--- src/hw/tsmj_pkg.sv ---
package tsmj_pkg;

	// ************************************************
	// Clock and timing
	// ************************************************
	localparam int          CLK_MHZ      = 25;
	localparam int          SF_BASE_NS   = 526000;
	localparam int          MC_BASE_NS   = 256000;
	localparam int          SF_BASE_SPAN = 32;
	localparam int          MC_BASE_SPAN = 16;
	localparam int          SF_UNIT_CYC  = SF_BASE_NS * CLK_MHZ / 1000 / SF_BASE_SPAN;
	localparam int          MC_UNIT_CYC  = MC_BASE_NS * CLK_MHZ / 1000 / MC_BASE_SPAN;
	localparam logic [9:0]  SF_UNIT      = 10'(SF_UNIT_CYC);
	localparam logic [9:0]  MC_UNIT      = 10'(MC_UNIT_CYC);
	localparam logic [4:0]  CAL_SPAN     = 5'h10;
	localparam logic [7:0]  TEMP_PERIOD  = 8'h40;

	// ************************************************
	// Scale and targets
	// ************************************************
	localparam logic [15:0] SF_FULL      = 16'hA000;
	localparam logic [15:0] MC_FULL      = 16'h7800;
	localparam logic [9:0]  PM_SELF      = 10'h177;
	localparam logic [9:0]  PM_SHIELD    = 10'h096;
	localparam logic [9:0]  PM_MUTUAL    = 10'h0FA;
	localparam logic [9:0]  PM_DEN       = 10'h3E8;
	localparam logic [15:0] CAL_EXPECT   = 16'h1800;
	localparam logic [15:0] OFS_TOL      = 16'h0040;
	localparam logic [12:0] RECIP_ONE    = 13'h1000;
	localparam int          RECIP_SHIFT  = 12;

	// ************************************************
	// Spread controls
	// ************************************************
	localparam logic        PHASE_SHIFT_OFF = 1'b0;
	localparam logic        SPREAD_MODE     = 1'b0;
	localparam logic [3:0]  SPREAD_COUNT    = 4'h3;

	// ************************************************
	// Register map and reset values
	// ************************************************
	localparam logic [7:0]  OFS_CTRL    = 8'h00;
	localparam logic [7:0]  OFS_TIMING  = 8'h04;
	localparam logic [7:0]  OFS_DPDIV   = 8'h08;
	localparam logic [7:0]  OFS_OFFSET  = 8'h0C;
	localparam logic [7:0]  OFS_THRESH  = 8'h10;
	localparam logic [7:0]  OFS_STATUS  = 8'h14;
	localparam logic [7:0]  OFS_RESULT  = 8'h18;
	localparam logic [7:0]  OFS_COEF    = 8'h1C;
	localparam logic [7:0]  OFS_SPREAD  = 8'h20;
	localparam logic [7:0]  OFS_TARGET  = 8'h24;
	localparam int          START_BIT   = 8;
	localparam logic [7:0]  CTRL_RST    = 8'h04;
	localparam logic [31:0] TIMING_RST  = 32'h0321_0F03;
	localparam logic [15:0] DPDIV_RST   = 16'h7777;
	localparam logic [9:0]  OFFSET_RST  = 10'h000;
	localparam logic [15:0] THRESH_RST  = 16'h2000;

	// ************************************************
	// Types
	// ************************************************
	typedef enum logic [1:0] {
		MT_SELF   = 2'b00,
		MT_SHIELD = 2'b01,
		MT_MUTUAL = 2'b10,
		MT_CURR   = 2'b11
	} tsmj_mtype_t;

	typedef enum logic [2:0] {
		ST_IDLE  = 3'b000,
		ST_CAL   = 3'b001,
		ST_MEAS  = 3'b010,
		ST_JUDGE = 3'b011,
		ST_DONE  = 3'b100
	} tsmj_state_t;

	typedef struct packed {
		logic        multi;
		logic        vote_mode;
		logic        ofs_adj_en;
		logic        shield_en;
		logic        temp_en;
		logic        button_if;
		tsmj_mtype_t mtype;
	} tsmj_ctrl_t;

	typedef struct packed {
		logic       pad;
		logic [2:0] avg_log;
		logic [3:0] mult2;
		logic [3:0] mult1;
		logic [3:0] mult0;
		logic [3:0] state_clock_div;
		logic [3:0] config_pulse_divider;
		logic [1:0] pin_sel;
		logic [1:0] count_source_select;
		logic [3:0] meas_count_setting;
	} tsmj_timing_t;

endpackage

--- src/hw/tsmj_judge.sv ---
`timescale 1ns/1ps
module tsmj_judge
	import tsmj_pkg::*;
(
	input  wire logic        hclk,
	input  wire logic        hresetn,
	input  wire logic        load,
	input  wire logic        multi,
	input  wire logic        vote,
	input  wire logic [17:0] v1,
	input  wire logic [17:0] v2,
	input  wire logic [17:0] v3,
	input  wire logic [15:0] thr,
	output logic      [18:0] value_q,
	output logic             touch_q
);

	function automatic logic [17:0] absd(input logic [17:0] a, input logic [17:0] b);
		return (a > b) ? a - b : b - a;
	endfunction

	logic [18:0] d12;
	logic [18:0] d13w;
	logic [18:0] d23w;
	logic [18:0] sum;
	logic [2:0]  hit;
	logic        vtouch;

	// ************************************************
	// Pair choice and votes
	// ************************************************
	always_comb begin
		d12  = {1'b0, absd(v1, v2)};
		d13w = {absd(v1, v3), 1'b0};
		d23w = {1'b0, absd(v2, v3)} + {1'b0, absd(v2, v3) >> 1};
		if ((d12 <= d13w) && (d12 <= d23w)) begin
			sum = {1'b0, v1} + {1'b0, v2};
		end else if (d13w <= d23w) begin
			sum = {1'b0, v1} + {1'b0, v3};
		end else begin
			sum = {1'b0, v2} + {1'b0, v3};
		end
		hit[0] = v1 > {2'b00, thr};
		hit[1] = v2 > {2'b00, thr};
		hit[2] = v3 > {2'b00, thr};
		vtouch = (hit[0] & hit[1]) | (hit[0] & hit[2]) | (hit[1] & hit[2]);
	end

	// ************************************************
	// Result registers
	// ************************************************
	always_ff @(posedge hclk or negedge hresetn) begin
		if (!hresetn) begin
			value_q <= 19'h00000;
			touch_q <= 1'b0;
		end else if (load) begin
			if (!multi) begin
				value_q <= {1'b0, v1};
				touch_q <= hit[0];
			end else if (vote) begin
				value_q <= sum;
				touch_q <= vtouch;
			end else begin
				value_q <= sum;
				touch_q <= sum > {2'b00, thr, 1'b0};
			end
		end
	end

endmodule

--- src/hw/tsmj_top.sv ---
// The AHB-Lite slave port and the address map were left to the implementer.
`timescale 1ns/1ps
// Overview of operation
// - Offset tuning aims at 37.5% self, 15% shielded self, 25% mutual of full scale.
// - Single-frequency full scale is 40960 counts at 526us base time.
// - Multi-clock full scale is 30720 counts at 256us base time.
// - Target scales by actual measurement time over base time.
// - Offset starts at initial setting, refines per measurement, can be disabled.
// - Single-frequency spread controls fixed: phase shift 0, mode 0, count 3.
// - Base clock is input clock over count source and per-pin drive divider.
// - Count setting 3 with divider 7 gives 526us; time tracks both spans.
// - Multi-clock time per frequency: 3 gives 64us, 7 128us, F 256us.
// - Multi-clock measures at three frequencies and forms one result.
// - Drive frequency n is clock over dividers times multiplier n over pulse divider.
// - Vote mode judges each of three values, majority gives touch.
// - Vote mode only for self and mutual buttons; others use pairing.
// - Pair mode corrects to frequency one, sums the closest pair.
// - Pair mode weights difference one-three by 2 and two-three by 1.5.
// - Majority mode setting 1 selects vote mode, 0 selects pair mode.
// - Abnormal measurement sets flags; they clear once read.
// - Results pass a moving average over configurable sample count.
// - Shield pulse follows drive pulse, only for shielded self measurement.
// - Power-on calibration yields coefficient applied to every later measurement.
// - Temperature correction periodically refreshes coefficient via external resistor, only in multi-clock mode.
module tsmj_top
	import tsmj_pkg::*;
(
	input  wire logic        hclk,
	input  wire logic        hresetn,
	input  wire logic        hsel,
	input  wire logic [31:0] haddr,
	input  wire logic [1:0]  htrans,
	input  wire logic        hwrite,
	input  wire logic [2:0]  hsize,
	input  wire logic [31:0] hwdata,
	input  wire logic        hready,
	output logic             hreadyout,
	output logic             hresp,
	output logic      [31:0] hrdata,
	input  wire logic        cco_in,
	input  wire logic        overcurrent_in,
	input  wire logic        ref_cmp0_in,
	input  wire logic        ref_cmp1_in,
	output logic             drive_pulse,
	output logic             shield_pulse,
	output logic      [9:0]  offset_current,
	output logic             cal_active,
	output logic             temp_ref_sel,
	output logic             touch,
	output logic             done
);

	function automatic logic [12:0] recip(input logic [3:0] m);
		return (m == 4'h0) ? RECIP_ONE : 13'(RECIP_ONE / {9'h000, m});
	endfunction

	tsmj_ctrl_t   ctrl_q;
	tsmj_timing_t tim_q;
	tsmj_state_t  st_q;
	logic [15:0]  dpdiv_q;
	logic [15:0]  thr_q;
	logic [9:0]   ofs_q;
	logic [8:0]   stat_q;
	logic [31:0]  hrdata_q;
	logic [7:0]   a_addr_q;
	logic         a_wr_q;
	logic         start_q;
	logic [31:0]  rmux;
	logic         acc_rd;
	logic         acc_wr;
	logic [3:0]   s1_q;
	logic [3:0]   s2_q;
	logic         cco_d_q;
	logic         cco_edge;
	logic [3:0]   dpd;
	logic [7:0]   lim;
	logic [3:0]   mult;
	logic [8:0]   acc_q;
	logic [8:0]   acc_n;
	logic         drv_q;
	logic         run;
	logic [17:0]  win_len;
	logic [17:0]  win_q;
	logic         win_end;
	logic [15:0]  cnt_q;
	logic [1:0]   fi_q;
	logic [15:0]  coef_q;
	logic         coef_ok_q;
	logic [7:0]   tctr_q;
	logic         meas_next_q;
	logic [17:0]  vs_q [3];
	logic [17:0]  corr;
	logic [33:0]  fprod;
	logic         vote_ok;
	logic [18:0]  jval;
	logic         jtouch;
	logic [18:0]  hist_q [8];
	logic [2:0]   wr_q;
	logic [21:0]  sum_q;
	logic [21:0]  sum_n;
	logic [18:0]  avg_q;
	logic         touch_q;
	logic [15:0]  full;
	logic [9:0]   pm;
	logic [7:0]   span;
	logic [7:0]   bspan;
	logic [47:0]  tprod;
	logic [23:0]  target;

	// ************************************************
	// Bus slave
	// ************************************************
	assign hreadyout = 1'b1;
	assign hresp     = 1'b0;
	assign hrdata    = hrdata_q;
	assign acc_rd    = hsel && hready && htrans[1] && !hwrite;
	assign acc_wr    = a_wr_q;

	always_comb begin
		rmux = 32'h0000_0000;
		case (haddr[7:0])
			OFS_CTRL:   rmux = {24'h000000, ctrl_q};
			OFS_TIMING: rmux = tim_q;
			OFS_DPDIV:  rmux = {16'h0000, dpdiv_q};
			OFS_OFFSET: rmux = {22'h000000, ofs_q};
			OFS_THRESH: rmux = {16'h0000, thr_q};
			OFS_STATUS: rmux = {20'h00000, coef_ok_q, (st_q != ST_IDLE), touch_q, stat_q};
			OFS_RESULT: rmux = {13'h0000, avg_q};
			OFS_COEF:   rmux = {16'h0000, coef_q};
			OFS_SPREAD: rmux = {26'h0000000, SPREAD_COUNT, SPREAD_MODE, PHASE_SHIFT_OFF};
			OFS_TARGET: rmux = {8'h00, target};
			default:    rmux = 32'h0000_0000;
		endcase
	end

	always_ff @(posedge hclk or negedge hresetn) begin
		if (!hresetn) begin
			a_addr_q <= 8'h00;
			a_wr_q   <= 1'b0;
			hrdata_q <= 32'h0000_0000;
		end else begin
			a_wr_q <= hsel && hready && htrans[1] && hwrite;
			if (hsel && hready && htrans[1]) begin
				a_addr_q <= haddr[7:0];
			end
			if (acc_rd) begin
				hrdata_q <= rmux;
			end
		end
	end

	always_ff @(posedge hclk or negedge hresetn) begin
		if (!hresetn) begin
			ctrl_q  <= tsmj_ctrl_t'(CTRL_RST);
			tim_q   <= tsmj_timing_t'(TIMING_RST);
			dpdiv_q <= DPDIV_RST;
			thr_q   <= THRESH_RST;
			start_q <= 1'b0;
		end else begin
			start_q <= acc_wr && (a_addr_q == OFS_CTRL) && hwdata[START_BIT];
			if (acc_wr) begin
				case (a_addr_q)
					OFS_CTRL:   ctrl_q  <= tsmj_ctrl_t'(hwdata[7:0]);
					OFS_TIMING: tim_q   <= tsmj_timing_t'(hwdata);
					OFS_DPDIV:  dpdiv_q <= hwdata[15:0];
					OFS_THRESH: thr_q   <= hwdata[15:0];
					default:    ;
				endcase
			end
		end
	end

	// ************************************************
	// Pin synchronisers
	// ************************************************
	always_ff @(posedge hclk or negedge hresetn) begin
		if (!hresetn) begin
			s1_q    <= 4'h0;
			s2_q    <= 4'h0;
			cco_d_q <= 1'b0;
		end else begin
			s1_q    <= {ref_cmp1_in, ref_cmp0_in, overcurrent_in, cco_in};
			s2_q    <= s1_q;
			cco_d_q <= s2_q[0];
		end
	end

	assign cco_edge = s2_q[0] && !cco_d_q;

	// ************************************************
	// Drive pulse generation
	// ************************************************
	always_comb begin
		dpd = dpdiv_q[{tim_q.pin_sel, 2'b00} +: 4];
		if (ctrl_q.multi) begin
			lim = 8'({4'h0, tim_q.state_clock_div} + 8'h01) * 8'({4'h0, tim_q.config_pulse_divider} + 8'h01);
			case (fi_q)
				2'd1:    mult = tim_q.mult1;
				2'd2:    mult = tim_q.mult2;
				default: mult = tim_q.mult0;
			endcase
		end else begin
			lim  = 8'(8'h01 << tim_q.count_source_select) * 8'({4'h0, dpd} + 8'h01);
			mult = 4'h1;
		end
		acc_n = acc_q + {5'h00, mult};
		if (acc_n >= {1'b0, lim}) begin
			acc_n = acc_n - {1'b0, lim};
		end
	end

	assign run = (st_q == ST_MEAS) || (st_q == ST_CAL);

	always_ff @(posedge hclk or negedge hresetn) begin
		if (!hresetn) begin
			acc_q <= 9'h000;
			drv_q <= 1'b0;
		end else if (!run) begin
			acc_q <= 9'h000;
			drv_q <= 1'b0;
		end else begin
			acc_q <= acc_n;
			if ((acc_q + {5'h00, mult}) >= {1'b0, lim}) begin
				drv_q <= !drv_q;
			end
		end
	end

	assign drive_pulse  = drv_q;
	assign shield_pulse = drv_q && ctrl_q.multi && ctrl_q.shield_en
		&& (ctrl_q.mtype == MT_SHIELD) && (st_q == ST_MEAS);

	// ************************************************
	// Measurement window and counter
	// ************************************************
	always_comb begin
		if (st_q == ST_CAL) begin
			win_len = 18'({13'h0000, CAL_SPAN} * {8'h00, MC_UNIT});
		end else if (ctrl_q.multi) begin
			win_len = 18'({14'h0000, tim_q.meas_count_setting} * {8'h00, MC_UNIT} + {8'h00, MC_UNIT});
		end else begin
			win_len = 18'(({14'h0000, tim_q.meas_count_setting} + 18'h1)
				* ({14'h0000, dpd} + 18'h1) * {8'h00, SF_UNIT});
		end
	end

	assign win_end = run && (win_q == win_len - 18'h1);

	always_ff @(posedge hclk or negedge hresetn) begin
		if (!hresetn) begin
			win_q <= 18'h00000;
			cnt_q <= 16'h0000;
		end else if (!run || win_end) begin
			win_q <= 18'h00000;
			cnt_q <= 16'h0000;
		end else begin
			win_q <= win_q + 18'h1;
			if (cco_edge && (cnt_q != 16'hFFFF)) begin
				cnt_q <= cnt_q + 16'h1;
			end
		end
	end

	// ************************************************
	// Correction and frequency normalisation
	// ************************************************
	always_comb begin
		corr = 18'({2'b00, cnt_q} + {{2{coef_q[15]}}, coef_q});
		if (corr[17]) begin
			corr = 18'h00000;
		end
		fprod = 34'({16'h0000, corr} * {30'h0, tim_q.mult0} * {21'h0, recip(mult)});
	end

	// ************************************************
	// Sequencer
	// ************************************************
	always_ff @(posedge hclk or negedge hresetn) begin
		if (!hresetn) begin
			st_q        <= ST_CAL;
			fi_q        <= 2'd0;
			coef_q      <= 16'h0000;
			coef_ok_q   <= 1'b0;
			tctr_q      <= 8'h00;
			meas_next_q <= 1'b0;
			vs_q        <= '{default: 18'h00000};
		end else begin
			case (st_q)
				ST_IDLE: begin
					fi_q <= 2'd0;
					if (start_q) begin
						if (ctrl_q.multi && ctrl_q.temp_en && (tctr_q == 8'h00)) begin
							st_q        <= ST_CAL;
							meas_next_q <= 1'b1;
						end else begin
							st_q <= ST_MEAS;
						end
					end
				end
				ST_CAL: begin
					if (win_end) begin
						coef_q      <= CAL_EXPECT - cnt_q;
						coef_ok_q   <= 1'b1;
						tctr_q      <= TEMP_PERIOD;
						meas_next_q <= 1'b0;
						st_q        <= meas_next_q ? ST_MEAS : ST_IDLE;
					end
				end
				ST_MEAS: begin
					if (win_end) begin
						vs_q[fi_q] <= ctrl_q.multi ? fprod[29:12] : corr;
						if (ctrl_q.multi && (fi_q != 2'd2)) begin
							fi_q <= fi_q + 2'd1;
						end else begin
							st_q <= ST_JUDGE;
						end
					end
				end
				ST_JUDGE: st_q <= ST_DONE;
				ST_DONE: begin
					st_q <= ST_IDLE;
					if (tctr_q != 8'h00) begin
						tctr_q <= tctr_q - 8'h01;
					end
				end
				default: st_q <= ST_IDLE;
			endcase
		end
	end

	assign cal_active   = (st_q == ST_CAL);
	assign temp_ref_sel = (st_q == ST_CAL) && meas_next_q;

	// ************************************************
	// Majority judgment
	// ************************************************
	assign vote_ok = ctrl_q.vote_mode && ctrl_q.button_if && (ctrl_q.mtype != MT_CURR);

	tsmj_judge u_judge (
		.hclk    (hclk),
		.hresetn (hresetn),
		.load    (st_q == ST_JUDGE),
		.multi   (ctrl_q.multi),
		.vote    (vote_ok),
		.v1      (vs_q[0]),
		.v2      (vs_q[1]),
		.v3      (vs_q[2]),
		.thr     (thr_q),
		.value_q (jval),
		.touch_q (jtouch)
	);

	// ************************************************
	// Moving average
	// ************************************************
	assign sum_n = sum_q + {3'b000, jval} - {3'b000, hist_q[3'(wr_q - (3'h1 << tim_q.avg_log[1:0]))]};

	always_ff @(posedge hclk or negedge hresetn) begin
		if (!hresetn) begin
			hist_q  <= '{default: 19'h00000};
			wr_q    <= 3'h0;
			sum_q   <= 22'h000000;
			avg_q   <= 19'h00000;
			touch_q <= 1'b0;
		end else if (st_q == ST_DONE) begin
			hist_q[wr_q] <= jval;
			wr_q         <= wr_q + 3'h1;
			sum_q        <= sum_n;
			avg_q        <= 19'(sum_n >> tim_q.avg_log[1:0]);
			touch_q      <= jtouch;
		end
	end

	assign touch = touch_q;

	// ************************************************
	// Offset target and tuning
	// ************************************************
	always_comb begin
		full  = ctrl_q.multi ? MC_FULL : SF_FULL;
		bspan = ctrl_q.multi ? 8'(MC_BASE_SPAN) : 8'(SF_BASE_SPAN);
		span  = ctrl_q.multi ? {4'h0, tim_q.meas_count_setting} + 8'h01
			: 8'(({4'h0, tim_q.meas_count_setting} + 8'h01) * ({4'h0, dpd} + 8'h01));
		case (ctrl_q.mtype)
			MT_MUTUAL: pm = PM_MUTUAL;
			MT_SHIELD: pm = ctrl_q.multi ? PM_SHIELD : PM_SELF;
			default:   pm = PM_SELF;
		endcase
		tprod  = {32'h0, full} * {38'h0, pm} * {40'h0, span};
		target = 24'(tprod / ({38'h0, PM_DEN} * {40'h0, bspan}));
	end

	always_ff @(posedge hclk or negedge hresetn) begin
		if (!hresetn) begin
			ofs_q <= OFFSET_RST;
		end else if (acc_wr && (a_addr_q == OFS_OFFSET)) begin
			ofs_q <= hwdata[9:0];
		end else if ((st_q == ST_DONE) && ctrl_q.ofs_adj_en) begin
			if (({6'h00, vs_q[0]} > {target} + {8'h00, OFS_TOL}) && (ofs_q != 10'h3FF)) begin
				ofs_q <= ofs_q + 10'h001;
			end else if (({6'h00, vs_q[0]} + {8'h00, OFS_TOL} < target) && (ofs_q != 10'h000)) begin
				ofs_q <= ofs_q - 10'h001;
			end
		end
	end

	assign offset_current = ofs_q;

	// ************************************************
	// Status flags
	// ************************************************
	always_ff @(posedge hclk or negedge hresetn) begin
		if (!hresetn) begin
			stat_q <= 9'h000;
		end else begin
			if (acc_rd && (haddr[7:0] == OFS_STATUS)) begin
				stat_q <= 9'h000;
			end
			if (st_q == ST_MEAS) begin
				if (!ctrl_q.multi && s2_q[1]) stat_q[1] <= 1'b1;
				if (!ctrl_q.multi && cco_edge && (cnt_q == 16'hFFFF)) stat_q[2] <= 1'b1;
				if (ctrl_q.multi && s2_q[2]) stat_q[3] <= 1'b1;
				if (ctrl_q.multi && s2_q[3]) stat_q[4] <= 1'b1;
				if (ctrl_q.multi && cco_edge && (cnt_q == 16'hFFFF)) stat_q[5] <= 1'b1;
			end
			if (st_q == ST_DONE) begin
				stat_q[0] <= 1'b1;
			end
		end
	end

	assign done = stat_q[0];

endmodule

--- config.mk ---
export PLATFORM = sky130hd
export DESIGN_NAME = tsmj_top
export DESIGN_NICKNAME = d
export VERILOG_FILES = /design/src/hw/tsmj_pkg.sv /design/src/hw/tsmj_judge.sv /design/src/hw/tsmj_top.sv
export SDC_FILE = /design/constraint.sdc
export NUM_CORES = 2
export LEC_CHECK = 0
export BUFFER_PORTS_ARGS = -buffer_cell sky130_fd_sc_hd__clkbuf_2
export CAP_MARGIN = 5
export CORE_UTILIZATION = 40
export CTS_BUF_LIST = sky130_fd_sc_hd__clkbuf_2 sky130_fd_sc_hd__clkbuf_4 sky130_fd_sc_hd__clkbuf_8
export DETAILED_ROUTE_END_ITERATION = 6
export PLACE_DENSITY = 0.67
export SLEW_MARGIN = 10
export SYNTH_ARGS = -nofsm -noshare
export SYNTH_HDL_FRONTEND = slang
export SYNTH_SLANG_ARGS = --single-unit
--- constraint.sdc ---
create_clock -name hclk -period 147 [get_ports hclk]
set_clock_uncertainty 0.15 [all_clocks]
set_input_delay 29.4 -clock hclk [delete_from_list [all_inputs] [get_ports hclk]]
set_output_delay 29.4 -clock hclk [all_outputs]
set_load 0.1 [all_outputs]
==> summary.txt <==
Fraction of layout instances using a drive strength above 1 = 0.0972
Tcrit/Tclk final = 0.446
Commonest register cell after synthesis = sky130_fd_sc_hd__dfrtp_1
Biggest fanout along the worst timing path = 33
Largest net degree at the start of global routing = 170
Number of different library cells in the post-synthesis netlist = 156
Stage delay of the slowest cell on the critical path = 0.72 ns
Final wirelength = 201,000 um
Async S/R FF share, synth = 1.00
Remaining DRCs = 0
Placed cell areas = 70,800 sq um
Via-per-instance ratio = 5.69
Worst slew slack as a fraction of its limit = 0.126
Total of endpoints with negative setup slack in the final report = 0
CP delay by family, top = compound AO/OA/AOI/OAI gates
Count of warnings emitted by yosys = 0
Setup repair after global routing missed its margin = no
Initial cell density of the core = 0.404
Chip height = 414 um
Clock tree from TritonCTS = built
Half-perimeter wire length after placement = 163,000 um
Routed length per placed instance = 19.4 um
First-pass GRT wire length = 321,000 um
Sequential element share of the synthesized area = 0.179
Fillers = 16.5k
Overall die width = 414 um
Die Outline Area = 171,000 sq um
Area share of the largest cell type after synthesis = 0.169
Arrival time at the worst endpoint = 65.97 ns
Sink count of the clock tree = 485
Synth top cells by count = sky130_fd_sc_hd__nand2_1, sky130_fd_sc_hd__inv_1, sky130_fd_sc_hd__ha_1
Maximum clock path buffer count = 3
Highest clock frequency the design can meet = 15.3 MHz
Mean instance size in the synthesized netlist = 8.37 sq um
Cell at the root of the clock tree = sky130_fd_sc_hd__clkbuf_8
Starting DRC count in detailed routing = 4,876
GR Util All Layers = 0.230
Total of cells resized after clock tree synthesis = 0
Final nets = 9,350
Final number of max-transition violations = 0
Worst setup path class = flip-flop to flip-flop
Number of buffers added to fix hold violations after cts = 0
Buffer and inverter count on the worst path = 28
Top area cells in the synthesized netlist = sky130_fd_sc_hd__dfrtp_1, sky130_fd_sc_hd__ha_1, sky130_fd_sc_hd__fa_1, sky130_fd_sc_hd__nand2_1, sky130_fd_sc_hd__xnor2_1
Post-synthesis cell area = 67,900 sq um
Placement Rows = 150
Worst endpoint required time = 147.44 ns
Number of enable flip-flop cells after synthesis = 0
Final setup TNS = 0 ns
Syn Inst Count = 8,113
Clock latency at the later pin of the worst-skew pair = 0.70 ns
Flip-flop and latch count after synthesis = 485
Vias = 59.1k
Crit end category = flip-flop
TritonCTS buffer count = 79
Yosys top cell by area = sky130_fd_sc_hd__dfrtp_1
Dominant cell by count in the synthesized netlist = sky130_fd_sc_hd__nand2_1
Initial antenna violation count = 15
Count of buffers added by post-CTS timing repair for setup = 0
Grt ovf = 0
Most frequent cell on the critical path = sky130_fd_sc_hd__ha_1
Area delta synth->final = 6.89%
First-pass detailed-route iteration total = 6
Slowest cell on the critical path = sky130_fd_sc_hd__a211o_1
CORE AREA = 168,000 sq um
Status = finished, final reports clean
Worst-margin pin slew = 1.28 ns
Area occupied by multi-input gates = 51,700 sq um
Final Cell Area = 72,600 sq um
Sort of element at the start of the critical path = flip-flop
I/O pin cnt = 128
Max-cap check violation count = 0
Number of hold violations in the final report = 0
Shortest period the worst path allows = 65.53 ns
Total area of sequential cells = 12,200 sq um
Routability Congestion = 0.953
IO buf count = 97
Via count of the first global-routing pass = 58.4k
Utilization after layout = 0.432
Worst-path clk slew = 0.06 ns
Class of the tightest hold or removal check = flip-flop to flip-flop
H-tree levels = 3
Remaining antenna violation count = 0
stage by stage:
stage / hold slack [ns] / setup slack [ns] / instances
final: 0.198 / 81.47 / 10400
after global routing: 0.207 / 76.31 / 10400
after CTS: 0.199 / 81.88 / 10400
after detailed placement: 0.186 / 82.11 / 10200
after global placement: 0.187 / 83.38 / 10200
after floorplan: 0.181 / 92.91 / 8121
flip-flops by register name, indices dropped and copies added (netlist names), 18 cells and up:
register	count
tim_q	32
vs_q	54
hrdata	32
win_q	18
avg_q	19
sum_q	22
u_judge.value_q	19
hist_q	152
worst paths after layout:
kind / startpoint / to / slack [ns] / cells past startpoint
worst max-delay path: ctrl_q[7] / offset_current[9] / 81.47 / 259
worst min-delay path: s1_q[1] / s2_q[1] / 0.20 / 0
worst max register to register: ctrl_q[7] / offset_current[9] / 81.47 / 259
worst min register to register: s1_q[1] / s2_q[1] / 0.20 / 0
max in group asynchronous: hresetn / ctrl_q[6] / 115.85 / 3
min in group asynchronous: hresetn / hist_q[49] / 28.63 / 1
routing by layer:
metal	routed length [um]	global-route usage	vias up
met5	0	0	-
met3	10800	0.0252	348
met2	92900	0.377	1754
met1	87800	0.305	28800
met4	9740	0.103	0
li1	-	-	28100
final cells by class:
cell class                 count  area share
clock inverter                19     0.00376
clock buffer                 121      0.0203
tap                         2204      0.0380
antenna                       11    0.000379
multi-input combinational   6535       0.712
inverter                     817      0.0423
timing repair buffer         182      0.0158
sequential                   485       0.168
cell families after synthesis:
logic type,after synthesis,synth area share
other,2,0.000111
and+or+nand+nor,2580,0.181
DFF,485,0.179
adders and majority gates,1172,0.261
xor gates and xnor gates,532,0.0691
muxes,374,0.0668
AOI/OAI and AO/OA,1867,0.180
buffers and inverters,1101,0.0627
cells in the final DEF (no fill, tap or decap), types with 32 or more instances in the layout:
cell / Yosys / routed
sky130_fd_sc_hd__a211oi_1: 43 / 42
sky130_fd_sc_hd__a21o_1: 170 / 170
sky130_fd_sc_hd__a21oi_1: 473 / 473
sky130_fd_sc_hd__a31oi_1: 52 / 51
sky130_fd_sc_hd__and2_1: 68 / 68
sky130_fd_sc_hd__and3_1: 63 / 63
sky130_fd_sc_hd__buf_4: 11 / 84
sky130_fd_sc_hd__clkbuf_2: 1 / 96
sky130_fd_sc_hd__clkbuf_8: 0 / 91
sky130_fd_sc_hd__dfrtp_1: 460 / 459
sky130_fd_sc_hd__fa_1: 408 / 408
sky130_fd_sc_hd__ha_1: 764 / 763
sky130_fd_sc_hd__inv_1: 808 / 807
sky130_fd_sc_hd__mux2_2: 196 / 196
sky130_fd_sc_hd__mux2i_1: 130 / 130
sky130_fd_sc_hd__mux4_2: 42 / 42
sky130_fd_sc_hd__nand2_1: 910 / 909
sky130_fd_sc_hd__nand2b_1: 110 / 110
sky130_fd_sc_hd__nand3_1: 144 / 141
sky130_fd_sc_hd__nand4_1: 85 / 85
sky130_fd_sc_hd__nor2_1: 673 / 668
sky130_fd_sc_hd__nor2b_1: 92 / 92
sky130_fd_sc_hd__nor3_1: 135 / 131
sky130_fd_sc_hd__nor4_1: 59 / 56
sky130_fd_sc_hd__o211ai_1: 42 / 42
sky130_fd_sc_hd__o21a_1: 58 / 58
sky130_fd_sc_hd__o21ai_0: 530 / 527
sky130_fd_sc_hd__o21bai_1: 110 / 110
sky130_fd_sc_hd__or2_2: 32 / 32
sky130_fd_sc_hd__or3_1: 39 / 39
sky130_fd_sc_hd__xnor2_1: 378 / 376
sky130_fd_sc_hd__xor2_1: 150 / 150
Power is left out: the tool's default activity adds up to more than one toggle a clock period on the data nets, which glitch-free logic cannot reach.
